[src/inc/exec_pkg.sv]
// Purpose: shared constants and types for the instruction subset executor
// Assumes: register byte offsets sit in haddr[7:0], one word each
// Notes:   opcode and state codes are fixed here only
package exec_pkg;
  localparam int unsigned DATA_W  = 8;
  localparam int unsigned PC_W    = 15;
  localparam int unsigned LATCH_W = 7;
  localparam int unsigned FADDR_W = 7;
  localparam int unsigned IDX_W   = 6;
  localparam int unsigned CNT_W   = 16;
  localparam int unsigned PRESC_W = 8;
  // register byte offsets
  localparam logic [7:0] OFF_INSTR = 8'h00;
  localparam logic [7:0] OFF_STAT  = 8'h04;
  localparam logic [7:0] OFF_ACCUM = 8'h08;
  localparam logic [7:0] OFF_PC    = 8'h0C;
  localparam logic [7:0] OFF_LATCH = 8'h10;
  localparam logic [7:0] OFF_STACK = 8'h14;
  localparam logic [7:0] OFF_WDOG  = 8'h18;
  localparam logic [7:0] OFF_CTRL  = 8'h1C;
  localparam logic [7:0] OFF_FPTR  = 8'h20;
  localparam logic [7:0] OFF_FDATA = 8'h24;
  localparam logic [7:0] OFF_COUNT = 8'h28;
  // field positions
  localparam int unsigned INSTR_OP_LSB = 0;
  localparam int unsigned INSTR_F_LSB  = 4;
  localparam int unsigned INSTR_D_BIT  = 12;
  localparam int unsigned STAT_BUSY    = 0;
  localparam int unsigned STAT_Z       = 1;
  localparam int unsigned STAT_TO      = 2;
  localparam int unsigned STAT_PD      = 3;
  localparam int unsigned CTRL_WDT_EN  = 0;
  localparam int unsigned WDOG_PRE_LSB = 8;
  // reset and clear values
  localparam logic [7:0]  ACCUM_RST = 8'h00;
  localparam logic [14:0] PC_RST    = 15'h0000;
  localparam logic [7:0]  WDOG_CLR  = 8'h00;
  localparam logic [7:0]  FILE_CLR  = 8'h00;
  localparam logic        FLAG_RST  = 1'b1;
  typedef enum logic [2:0] {
    OP_NOP = 3'h0, OP_WDOG_CLR = 3'h1, OP_CALL = 3'h2, OP_COMPLEMENT_FILE_OP = 3'h3,
    OP_CLEAR_FILE_OP = 3'h4, OP_DECREMENT_FILE_OP = 3'h5, OP_CLEAR_ACCUM_OP = 3'h6, OP_DECSZ = 3'h7
  } op_e;
  typedef enum logic [2:0] {
    ST_IDLE = 3'b001, ST_EXEC = 3'b010, ST_SECOND = 3'b100
  } state_e;
endpackage : exec_pkg

[src/inc/reg_access_if.sv]
// Purpose: register access path between bus port and core
// Assumes: one clock, word index addressing
// Notes:   rdata answers rd_idx in the same cycle
`timescale 1ns/1ns
`default_nettype none
interface reg_access_if;
  logic [5:0]  rd_idx;
  logic        rd_ok;
  logic        wr_en;
  logic [5:0]  wr_idx;
  logic [31:0] wdata;
  logic [31:0] rdata;
  modport port (output rd_idx, rd_ok, wr_en, wr_idx, wdata, input rdata);
  modport core (input rd_idx, rd_ok, wr_en, wr_idx, wdata, output rdata);
endinterface : reg_access_if
`default_nettype wire

[src/core/ahb_reg_port.sv]
// Purpose: AHB-Lite slave front end, zero wait states
// Assumes: single word transfers, haddr[7:2] decoded, haddr[31:8] must be zero
// Notes:   read data is captured at the address phase edge
`timescale 1ns/1ns
`default_nettype none
module ahb_reg_port (
  input  wire logic        clk,
  input  wire logic        rst,
  input  wire logic        hsel,
  input  wire logic [31:0] haddr,
  input  wire logic [1:0]  htrans,
  input  wire logic        hwrite,
  input  wire logic [2:0]  hsize,
  input  wire logic [31:0] hwdata,
  input  wire logic        hready,
  output logic             hreadyout,
  output logic             hresp,
  output logic [31:0]      hrdata,
  reg_access_if.port       ra
);
  logic       addr_ok;
  logic       in_range;
  logic       wr_pend_q;
  logic [5:0] wr_idx_q;

  // hsize is not checked: only whole words are ever issued
  assign in_range  = (haddr[31:8] == 24'h000000) && (hsize == hsize);
  assign addr_ok   = hsel && hready && htrans[1];
  assign ra.rd_idx = haddr[7:2];
  assign ra.rd_ok  = addr_ok && !hwrite && in_range;
  assign ra.wr_en  = wr_pend_q;
  assign ra.wr_idx = wr_idx_q;
  assign ra.wdata  = hwdata;
  assign hreadyout = 1'b1;
  assign hresp     = 1'b0;

  ////////////////////////////////////////////////////////////////////////////
  always_ff @(posedge clk) begin
    if (rst) begin
      wr_pend_q <= 1'b0;
      wr_idx_q  <= 6'h00;
    end else begin
      wr_pend_q <= addr_ok && hwrite && in_range;
      wr_idx_q  <= haddr[7:2];
    end
  end

  // data outputs from flops; reads in the cycle after a write see old data
  always_ff @(posedge clk) begin
    if (rst) begin
      hrdata <= 32'h00000000;
    end else if (ra.rd_ok) begin
      hrdata <= ra.rdata;
    end else if (addr_ok) begin
      hrdata <= 32'h00000000;
    end
  end
endmodule : ahb_reg_port
`default_nettype wire

[src/core/file_regs.sv]
// Purpose: file register array, two read ports and one write port
// Assumes: write and reads on one clock
// Notes:   all entries clear at reset so reads are never unknown
`timescale 1ns/1ns
`default_nettype none
module file_regs #(
  parameter int unsigned DEPTH = 128,
  parameter int unsigned W     = 8,
  parameter int unsigned AW    = 7
) (
  input  wire logic          clk,
  input  wire logic          rst,
  input  wire logic          we,
  input  wire logic [AW-1:0] waddr,
  input  wire logic [W-1:0]  wdata,
  input  wire logic [AW-1:0] raddr_a,
  output logic      [W-1:0]  rdata_a,
  input  wire logic [AW-1:0] raddr_b,
  output logic      [W-1:0]  rdata_b
);
  logic [W-1:0] mem_q [DEPTH];

  assign rdata_a = mem_q[raddr_a];
  assign rdata_b = mem_q[raddr_b];

  always_ff @(posedge clk) begin
    if (rst) begin
      for (int i = 0; i < DEPTH; i++) begin
        mem_q[i] <= '0;
      end
    end else if (we) begin
      mem_q[waddr] <= wdata;
    end
  end
endmodule : file_regs
`default_nettype wire

[src/core/exec_core.sv]
// Purpose: executes a subset of 8-bit core instructions issued by software
// Assumes: one instruction cycle per clk; fetch and decode sit upstream
// Notes:   an instruction is issued by writing the instruction register
`timescale 1ns/1ns
`default_nettype none
// Behaviour
// - watchdog clear zeroes counter and prescaler, sets timeout and power-down
// - call via accumulator pushes pc plus one onto the stack top
// - then pc low byte takes accumulator, pc high takes latch bits 6:0
// - call via accumulator takes two cycles and keeps all flags
// - outside the two clears, destination bit 0 writes accumulator, 1 writes the file register
// - complement inverts file register into destination and updates zero
// - file clear writes 00h to the file register and sets zero
// - decrement subtracts one into destination and updates zero
// - accumulator clear loads 00h and sets zero
// - decrement-and-skip subtracts one into destination, flags untouched
// - zero result discards next instruction as a nop, two cycles
module exec_core #(
  parameter int unsigned FILE_DEPTH = 128,
  parameter int unsigned PRE_W      = exec_pkg::PRESC_W
) (
  input  wire logic        clk,
  input  wire logic        rst,
  input  wire logic        hsel,
  input  wire logic [31:0] haddr,
  input  wire logic [1:0]  htrans,
  input  wire logic        hwrite,
  input  wire logic [2:0]  hsize,
  input  wire logic [31:0] hwdata,
  input  wire logic        hready,
  output logic             hreadyout,
  output logic             hresp,
  output logic [31:0]      hrdata
);
  reg_access_if ra ();

  exec_pkg::state_e                    state_q;
  exec_pkg::op_e                       op_q;
  logic [exec_pkg::FADDR_W-1:0]        faddr_q, fptr_q;
  logic [exec_pkg::DATA_W-1:0]         accum_q, wdog_q;
  logic [exec_pkg::PC_W-1:0]           pc_q, stack_q;
  logic [exec_pkg::LATCH_W-1:0]        latch_q;
  logic                                dest_q, zero_q, to_q, pd_q, wdt_en_q;
  logic [PRE_W-1:0]                    presc_q;
  logic [exec_pkg::CNT_W-1:0]          count_q;

  logic                                wr_instr, wr_stat, wr_accum, wr_pc;
  logic                                wr_latch, wr_ctrl, wr_fptr, wr_fdata;
  logic                                in_exec, res_valid, res_zero, skip;
  logic [exec_pkg::DATA_W-1:0]         operand, bus_fdata, result, fw_data;
  logic                                to_file, to_accum, z_update, z_force;
  logic                                wdog_clear, presc_wrap, wdog_expire;
  logic                                fw_en;
  logic [exec_pkg::FADDR_W-1:0]        fw_addr;
  logic [exec_pkg::PC_W-1:0]           pc_next;

  ////////////////////////////////////////////////////////////////////////////
  // bus front end and file registers
  ahb_reg_port u_port (
    .clk       (clk),
    .rst       (rst),
    .hsel      (hsel),
    .haddr     (haddr),
    .htrans    (htrans),
    .hwrite    (hwrite),
    .hsize     (hsize),
    .hwdata    (hwdata),
    .hready    (hready),
    .hreadyout (hreadyout),
    .hresp     (hresp),
    .hrdata    (hrdata),
    .ra        (ra.port)
  );

  file_regs #(
    .DEPTH (FILE_DEPTH),
    .W     (exec_pkg::DATA_W),
    .AW    (exec_pkg::FADDR_W)
  ) u_files (
    .clk     (clk),
    .rst     (rst),
    .we      (fw_en),
    .waddr   (fw_addr),
    .wdata   (fw_data),
    .raddr_a (faddr_q),
    .rdata_a (operand),
    .raddr_b (fptr_q),
    .rdata_b (bus_fdata)
  );

  ////////////////////////////////////////////////////////////////////////////
  // write decode
  always_comb begin
    wr_instr = 1'b0;
    wr_stat  = 1'b0;
    wr_accum = 1'b0;
    wr_pc    = 1'b0;
    wr_latch = 1'b0;
    wr_ctrl  = 1'b0;
    wr_fptr  = 1'b0;
    wr_fdata = 1'b0;
    if (ra.wr_en) begin
      case ({ra.wr_idx, 2'b00})
        exec_pkg::OFF_INSTR: wr_instr = (state_q == exec_pkg::ST_IDLE);
        exec_pkg::OFF_STAT:  wr_stat  = 1'b1;
        exec_pkg::OFF_ACCUM: wr_accum = 1'b1;
        exec_pkg::OFF_PC:    wr_pc    = 1'b1;
        exec_pkg::OFF_LATCH: wr_latch = 1'b1;
        exec_pkg::OFF_CTRL:  wr_ctrl  = 1'b1;
        exec_pkg::OFF_FPTR:  wr_fptr  = 1'b1;
        exec_pkg::OFF_FDATA: wr_fdata = 1'b1;
        default:             wr_instr = 1'b0;
      endcase
    end
  end

  ////////////////////////////////////////////////////////////////////////////
  // instruction datapath
  assign in_exec = (state_q == exec_pkg::ST_EXEC);
  always_comb begin
    result    = operand;
    res_valid = 1'b0;
    z_update  = 1'b0;
    z_force   = 1'b0;
    skip      = 1'b0;
    case (op_q)
      exec_pkg::OP_COMPLEMENT_FILE_OP: begin
        result    = ~operand;
        res_valid = 1'b1;
        z_update  = 1'b1;
      end
      exec_pkg::OP_CLEAR_FILE_OP: begin
        result    = exec_pkg::FILE_CLR;
        res_valid = 1'b1;
        z_force   = 1'b1;
      end
      exec_pkg::OP_DECREMENT_FILE_OP: begin
        result    = operand - 8'h01;
        res_valid = 1'b1;
        z_update  = 1'b1;
      end
      exec_pkg::OP_CLEAR_ACCUM_OP: begin
        result    = exec_pkg::ACCUM_RST;
        res_valid = 1'b1;
        z_force   = 1'b1;
      end
      exec_pkg::OP_DECSZ: begin
        result    = operand - 8'h01;
        res_valid = 1'b1;
        skip      = (result == 8'h00);
      end
      default: res_valid = 1'b0;
    endcase
  end

  assign res_zero = (result == 8'h00);
  // clear-file always targets the file, clear-accum always the accumulator
  assign to_file  = in_exec && res_valid && (op_q != exec_pkg::OP_CLEAR_ACCUM_OP)
                    && (dest_q || op_q == exec_pkg::OP_CLEAR_FILE_OP);
  assign to_accum = in_exec && res_valid && !to_file;

  // the executing instruction beats a bus write to the same array
  assign fw_en   = to_file || wr_fdata;
  assign fw_addr = to_file ? faddr_q : fptr_q;
  assign fw_data = to_file ? result : ra.wdata[7:0];

  ////////////////////////////////////////////////////////////////////////////
  // sequencer: second cycle is an idle slot after the call's push (done in the exec cycle), or the skip nop
  always_ff @(posedge clk) begin
    if (rst) begin
      state_q <= exec_pkg::ST_IDLE;
    end else begin
      case (state_q)
        exec_pkg::ST_IDLE: begin
          if (wr_instr) begin
            state_q <= exec_pkg::ST_EXEC;
          end
        end
        exec_pkg::ST_EXEC: begin
          if (op_q == exec_pkg::OP_CALL || skip) begin
            state_q <= exec_pkg::ST_SECOND;
          end else begin
            state_q <= exec_pkg::ST_IDLE;
          end
        end
        exec_pkg::ST_SECOND: state_q <= exec_pkg::ST_IDLE;
        default:             state_q <= exec_pkg::ST_IDLE;
      endcase
    end
  end

  always_ff @(posedge clk) begin
    if (rst) begin
      op_q    <= exec_pkg::OP_NOP;
      faddr_q <= '0;
      dest_q  <= 1'b0;
    end else if (wr_instr) begin
      op_q    <= exec_pkg::op_e'(ra.wdata[exec_pkg::INSTR_OP_LSB +: 3]);
      faddr_q <= ra.wdata[exec_pkg::INSTR_F_LSB +: exec_pkg::FADDR_W];
      dest_q  <= ra.wdata[exec_pkg::INSTR_D_BIT];
    end
  end

  ////////////////////////////////////////////////////////////////////////////
  // program counter and return stack
  always_comb begin
    pc_next = pc_q + 15'h0001;
    if (op_q == exec_pkg::OP_CALL) begin
      pc_next = {latch_q, accum_q};
    end else if (skip) begin
      // skipped word is passed over, its slot runs as a nop
      pc_next = pc_q + 15'h0002;
    end
  end

  always_ff @(posedge clk) begin
    if (rst) begin
      pc_q <= exec_pkg::PC_RST;
    end else if (in_exec) begin
      pc_q <= pc_next;
    end else if (wr_pc) begin
      pc_q <= ra.wdata[exec_pkg::PC_W-1:0];
    end
  end

  // only the top entry is kept; deeper stacking lives elsewhere
  always_ff @(posedge clk) begin
    if (rst) begin
      stack_q <= exec_pkg::PC_RST;
    end else if (in_exec && op_q == exec_pkg::OP_CALL) begin
      stack_q <= pc_q + 15'h0001;
    end
  end

  always_ff @(posedge clk) begin
    if (rst) begin
      latch_q <= '0;
    end else if (wr_latch) begin
      latch_q <= ra.wdata[exec_pkg::LATCH_W-1:0];
    end
  end

  ////////////////////////////////////////////////////////////////////////////
  // accumulator and zero flag
  always_ff @(posedge clk) begin
    if (rst) begin
      accum_q <= exec_pkg::ACCUM_RST;
    end else if (to_accum) begin
      accum_q <= result;
    end else if (wr_accum) begin
      accum_q <= ra.wdata[7:0];
    end
  end

  // call and decrement-and-skip leave the flag to software only
  always_ff @(posedge clk) begin
    if (rst) begin
      zero_q <= 1'b0;
    end else if (in_exec && z_force) begin
      zero_q <= 1'b1;
    end else if (in_exec && z_update) begin
      zero_q <= res_zero;
    end else if (wr_stat) begin
      zero_q <= ra.wdata[exec_pkg::STAT_Z];
    end
  end

  ////////////////////////////////////////////////////////////////////////////
  // watchdog counter, prescaler and the flags it touches
  assign wdog_clear  = in_exec && (op_q == exec_pkg::OP_WDOG_CLR);
  assign presc_wrap  = wdt_en_q && (presc_q == '1);
  assign wdog_expire = presc_wrap && (wdog_q == 8'hFF);

  always_ff @(posedge clk) begin
    if (rst) begin
      wdt_en_q <= 1'b0;
    end else if (wr_ctrl) begin
      wdt_en_q <= ra.wdata[exec_pkg::CTRL_WDT_EN];
    end
  end

  always_ff @(posedge clk) begin
    if (rst) begin
      presc_q <= '0;
      wdog_q  <= exec_pkg::WDOG_CLR;
    end else if (wdog_clear) begin
      presc_q <= '0;
      wdog_q  <= exec_pkg::WDOG_CLR;
    end else if (wdt_en_q) begin
      presc_q <= presc_q + 1'b1;
      if (presc_wrap) begin
        wdog_q <= wdog_q + 8'h01;
      end
    end
  end

  // clear instruction wins over an expiry or a software write
  always_ff @(posedge clk) begin
    if (rst) begin
      to_q <= exec_pkg::FLAG_RST;
      pd_q <= exec_pkg::FLAG_RST;
    end else if (wdog_clear) begin
      to_q <= 1'b1;
      pd_q <= 1'b1;
    end else begin
      if (wdog_expire) begin
        to_q <= 1'b0;
      end else if (wr_stat) begin
        to_q <= ra.wdata[exec_pkg::STAT_TO];
      end
      if (wr_stat) begin
        pd_q <= ra.wdata[exec_pkg::STAT_PD];
      end
    end
  end

  ////////////////////////////////////////////////////////////////////////////
  // file pointer and retired instruction count
  always_ff @(posedge clk) begin
    if (rst) begin
      fptr_q <= '0;
    end else if (wr_fptr) begin
      fptr_q <= ra.wdata[exec_pkg::FADDR_W-1:0];
    end
  end

  always_ff @(posedge clk) begin
    if (rst) begin
      count_q <= '0;
    end else if (in_exec) begin
      count_q <= count_q + 16'h0001;
    end
  end

  ////////////////////////////////////////////////////////////////////////////
  // read mux, unmapped words read as zero
  always_comb begin
    ra.rdata = 32'h00000000;
    case ({ra.rd_idx, 2'b00})
      exec_pkg::OFF_INSTR: begin
        ra.rdata[exec_pkg::INSTR_OP_LSB +: 3] = op_q;
        ra.rdata[exec_pkg::INSTR_F_LSB +: exec_pkg::FADDR_W] = faddr_q;
        ra.rdata[exec_pkg::INSTR_D_BIT] = dest_q;
      end
      exec_pkg::OFF_STAT: begin
        ra.rdata[exec_pkg::STAT_BUSY] = (state_q != exec_pkg::ST_IDLE);
        ra.rdata[exec_pkg::STAT_Z]    = zero_q;
        ra.rdata[exec_pkg::STAT_TO]   = to_q;
        ra.rdata[exec_pkg::STAT_PD]   = pd_q;
      end
      exec_pkg::OFF_ACCUM: ra.rdata[7:0] = accum_q;
      exec_pkg::OFF_PC:    ra.rdata[exec_pkg::PC_W-1:0] = pc_q;
      exec_pkg::OFF_LATCH: ra.rdata[exec_pkg::LATCH_W-1:0] = latch_q;
      exec_pkg::OFF_STACK: ra.rdata[exec_pkg::PC_W-1:0] = stack_q;
      exec_pkg::OFF_WDOG: begin
        ra.rdata[7:0] = wdog_q;
        ra.rdata[exec_pkg::WDOG_PRE_LSB +: PRE_W] = presc_q;
      end
      exec_pkg::OFF_CTRL:  ra.rdata[exec_pkg::CTRL_WDT_EN] = wdt_en_q;
      exec_pkg::OFF_FPTR:  ra.rdata[exec_pkg::FADDR_W-1:0] = fptr_q;
      exec_pkg::OFF_FDATA: ra.rdata[7:0] = bus_fdata;
      exec_pkg::OFF_COUNT: ra.rdata[exec_pkg::CNT_W-1:0] = count_q;
      default:             ra.rdata = 32'h00000000;
    endcase
  end
endmodule : exec_core
`default_nettype wire

[config.mk]
export PLATFORM = sky130hd
export DESIGN_NAME = exec_core
export DESIGN_NICKNAME = d
export VERILOG_FILES = /design/src/inc/exec_pkg.sv /design/src/inc/reg_access_if.sv /design/src/core/ahb_reg_port.sv /design/src/core/file_regs.sv /design/src/core/exec_core.sv
export SDC_FILE = /design/constraint.sdc
export NUM_CORES = 2
export LEC_CHECK = 0
export BUFFER_PORTS_ARGS = -buffer_cell sky130_fd_sc_hd__buf_2
export CORE_ASPECT_RATIO = 0.9
export CORE_MARGIN = 4
export CORE_UTILIZATION = 40
export CTS_CLUSTER_DIAMETER = 40
export DETAILED_ROUTE_END_ITERATION = 10
export PLACE_DENSITY = 0.52
export SYNTH_ARGS = -nofsm -noshare
export SYNTH_HDL_FRONTEND = slang
export SYNTH_SLANG_ARGS = --single-unit
[constraint.sdc]
create_clock -name clk -period 7 [get_ports clk]
set_input_delay 0.35 -clock clk [delete_from_list [all_inputs] [get_ports clk]]
set_output_delay 0.35 -clock clk [all_outputs]
set_load 0.005 [all_outputs]
==> impl_summary.txt <==
----------------------------------------------------
[Status]
  Run status ... complete, no violations

[Layout]
  Count of filler cells inserted in the layout ... 13200
  Area delta synth->final ... 15.16%
  Final net count ... 4425
  Fraction of layout instances using a drive strength above 1 ... 26.38%
  Total area of sequential cells ... 0.03356 mm2
  Combined area of the multi-input logic cells ... 0.02489 mm2
  Fraction of the core area covered by cells at the end of the flow ... 46.47%

[Pwr]
  Leakage power figure ... 21.93 nW
  Maximum ir drop on the vdd rail ... 0.0002651 V
  Total design power ... 0.01829 W
  Power density over the cells ... 265.0 mW/mm2

[Yosys]
  Syn avg cell area ... 13.89 um2
  Yosys warning count ... 0
  Cell count after synthesis ... 4315
  Post-synthesis async set-or-reset flop share ... 0%
  Seq cells post-synth ... 1163
  Number of enable flip-flop cells after synthesis ... 1024
  Fraction of the yosys area taken by sequential cells ... 55.94%
  Number of distinct standard cells referenced by the synthesized netlist ... 76
  Mapped cell area ... 0.05994 mm2
  Most instantiated flip-flop cell in the synthesis netlist ... edfxtp_1

[Die]
  Die Outline Area ... 0.1561 mm2
  Die extent in y ... 375.3 um
  Count of boundary I/O pins ... 108
  Placeable Area ... 0.1485 mm2
  Starting Density ... 40.35%
  Die X ... 416.1 um
  Number of core rows ... 134

[STA]
  Max Clock Freq ... 0.1659 GHz
  Aggregate negative setup slack ... 0 ns
  Hold Violations, Final ... 0
  Number of setup violations in the final report ... 0
  Setup slack after layout ... 0.9707 ns
  Fin Clk Skew ... 0.03670 ns
  Worst slew pin tran ... 1.358 ns
  Final max-slew violation count ... 0
  Relative max-transition margin ... 9.068%
  Post-route fraction of the period consumed by the critical path ... 86.13%
  Minimum period implied by the final worst setup slack ... 6.029 ns
  Unrepaired setup endpoints after global routing ... no

[Clock tree]
  # clock sinks ... 1163
  Post-CTS setup buffers ... 0
  Clock root buffer ... clkbuf_16
  Gates resized, CTS repair ... 0
  TritonCTS clock tree ... yes
  Num CTS Buffers ... 186
  Clock latency at the later pin of the worst-skew pair ... 0.82 ns
  Clock transition time at the flip-flop clock pins of the worst setup and hold paths ... 0.06 ns
  Deepest level of the CTS H-tree ... 4
  CTS Hold Buffers Added ... 20
  Maximum root-to-sink buffer count ... 3

[GRT]
  Total overflow reported by the global router ... 0
  First-pass GRT wire length ... 294700 um
  Number of antenna violations at the first check in global routing ... 11
  Overall fraction of global-route tracks in use ... 26.14%
  Vias in the first global route ... 39480
  Maximum number of pins on one net before global-route repair ... 129

[Worst hold path]
  Hold Crit Depth ... 2
  Classification of the worst-slack hold path ... in -> reg

[Routing]
  Detailed router's first-iteration violation count ... 5414
  Drt first pass iters ... 6
  Vias post-DR ... 40330
  DRC viols ... 0
  Overall routed net length ... 205700 um
  Vias per cell ... 6.225
  Post-route ant nets ... 0
  Detail-routed net length per standard cell ... 31.76 um

[Critical path]
  Internal reg-to-reg setup slack ... 0.97 ns
  Arrival time of data at the critical path endpoint ... 6.56 ns
  Max Fanout on Critical Path ... 78
  Critical path startpoint category ... flip-flop
  CP Capture Type ... flip-flop
  Reg2reg path depth ... 12
  Class of the most critical setup path ... reg -> reg
  Worst path required time ... 7.53 ns

[Place]
  Worst setup timing slack at the placement stage ... 0.9972 ns
  Last weighted congestion value of the routability-driven placer ... 0.8787
  Number of buffers inserted by port buffering ... 66
  Post-DP HPWL ... 137700 um

[Flow run]
  Max-cap violations ... 0

----------------------------------------------------
report_power, final:
part / total, W / internal (W) / switching [W] / leakage [nW]
clock: 0.00945 / 0.00576 / 0.00369 / 3.08
sequential: 0.00802 / 0.00784 / 0.000178 / 10.9
combinational: 0.000827 / 0.000303 / 0.000523 / 8.00
state kept, by name, summed over array words and instances (netlist names), 7 cells and up, named ones only:
signal         cells
accum_q            8
count_q           16
faddr_q            7
fptr_q             7
latch_q            7
pc_q              15
presc_q            8
stack_q           15
u_files.mem_q   1024
u_port.hrdata     16
wdog_q             8
worst paths after layout:
check,startpoint,endpoint
hold reg to reg,u_port.hrdata[7],u_port.hrdata[7]
hold / removal,rst,u_port.ra.wr_idx[0]
setup / recovery,flip-flop,u_files.mem_q[123][7]
setup reg to reg,flip-flop,u_files.mem_q[123][7]
placed cells by master (no fill, tap or decap), types with 40 or more instances in the layout:
master and instances:
nor2_1 1191, edfxtp_1 1024, mux4_2 646, nand2_1 335, clkbuf_16 189, dfxtp_1 131, buf_4 83, buf_2 65
mux2i_1 60, nand3_1 40
per-layer routing:
metal	share of wire [%]	global-route usage [%]	vias up	wire length, um
li1	-	-	16690	-
met1	41	37.32	21280	85290
met2	46	39.52	2049	93660
met3	10	7.147	303	21340
met4	2.6	7.069	2	5428
met5	0.0063	0.9553	-	13
cells in the mapped netlist, types with 7 or more instances:
cell / number / area share, %
nand3_1: 40 / 0.33
a31oi_1: 12 / 0.13
dfxtp_1: 139 / 4.6
xnor2_1: 13 / 0.19
mux2_2: 10 / 0.19
buf_6: 8 / 0.15
a21oi_1: 33 / 0.28
a22oi_1: 34 / 0.43
nor3_1: 30 / 0.25
nand2_1: 335 / 2.1
and3_1: 20 / 0.21
inv_1: 16 / 0.10
or3_1: 17 / 0.18
nor3b_1: 10 / 0.13
xor2_1: 29 / 0.42
buf_2: 63 / 0.53
o22ai_1: 35 / 0.37
a221oi_1: 8 / 0.12
o21ai_0: 34 / 0.28
ha_1: 7 / 0.15
buf_1: 64 / 0.40
o22a_1: 7 / 0.10
nand3b_1: 8 / 0.10
mux4_2: 646 / 24
nor2b_1: 17 / 0.18
nor2_1: 1197 / 7.5
a211oi_1: 18 / 0.23
a222oi_1: 11 / 0.18
nand4_1: 15 / 0.16
clkbuf_1: 192 / 1.2
mux2i_1: 63 / 1.1
nor4_1: 18 / 0.19
edfxtp_1: 1024 / 51
buf_4: 41 / 0.51
nand2b_1: 11 / 0.11
o211ai_1: 8 / 0.10
stage by stage:
| step | hold slack [ns] | instances | instance area, um2 |
|---|---|---|---|
| finish | 0.05187 | 6478 | 69030 |
| global route | 0.04829 | 6478 | 69030 |
| CTS | 0.008619 | 6475 | 69020 |
| detailed placement | 0.4551 | 6108 | 62430 |
| global placement | 0.4465 | 6108 | 62430 |
| floorplan | 0.4483 | 4331 | 60000 |
critical path, stage by stage (launching register included):
cell and delay [ns]:
dfxtp_4 0.83, buf_12 0.36, mux4_2 0.60, mux4_2 0.56
mux4_2 0.51, mux2i_2 0.54, nand4_2 0.31, o311a_1 0.37
a221oi_2 0.35, nand2_1 0.16, o21ai_4 0.41, buf_12 0.41
nor2_1 0.08
cell families (layout without fill, tap and decap cells):
group                    count (synthesis)  count (layout)  synth area share [%]
AO/OA/AOI/OAI                          253             253                 3.024
XOR/XNOR                                42              42                0.6137
adder cells (fa/ha/maj)                  7               7                0.1461
buffers and inverters                  384             556                 2.893
flip-flops                            1163            1163                 55.94
multiplexers                           724             724                 25.65
other                                    2              21               0.01253
AND/OR/NAND/NOR                       1740            1740                 11.72
area by class of cell:
| type | instances | area share [%] |
|---|---|---|
| inverter | 16 | 0.09063 |
| clock inverter | 141 | 2.298 |
| antenna | 3 | 0.01088 |
| tap | 1972 | 3.574 |
| sequential | 1163 | 48.62 |
| timing repair buffer | 193 | 2.389 |
| clock buffer | 206 | 6.958 |
| multi-input combinational | 2784 | 36.06 |
(Power assumes the default switching activity.)
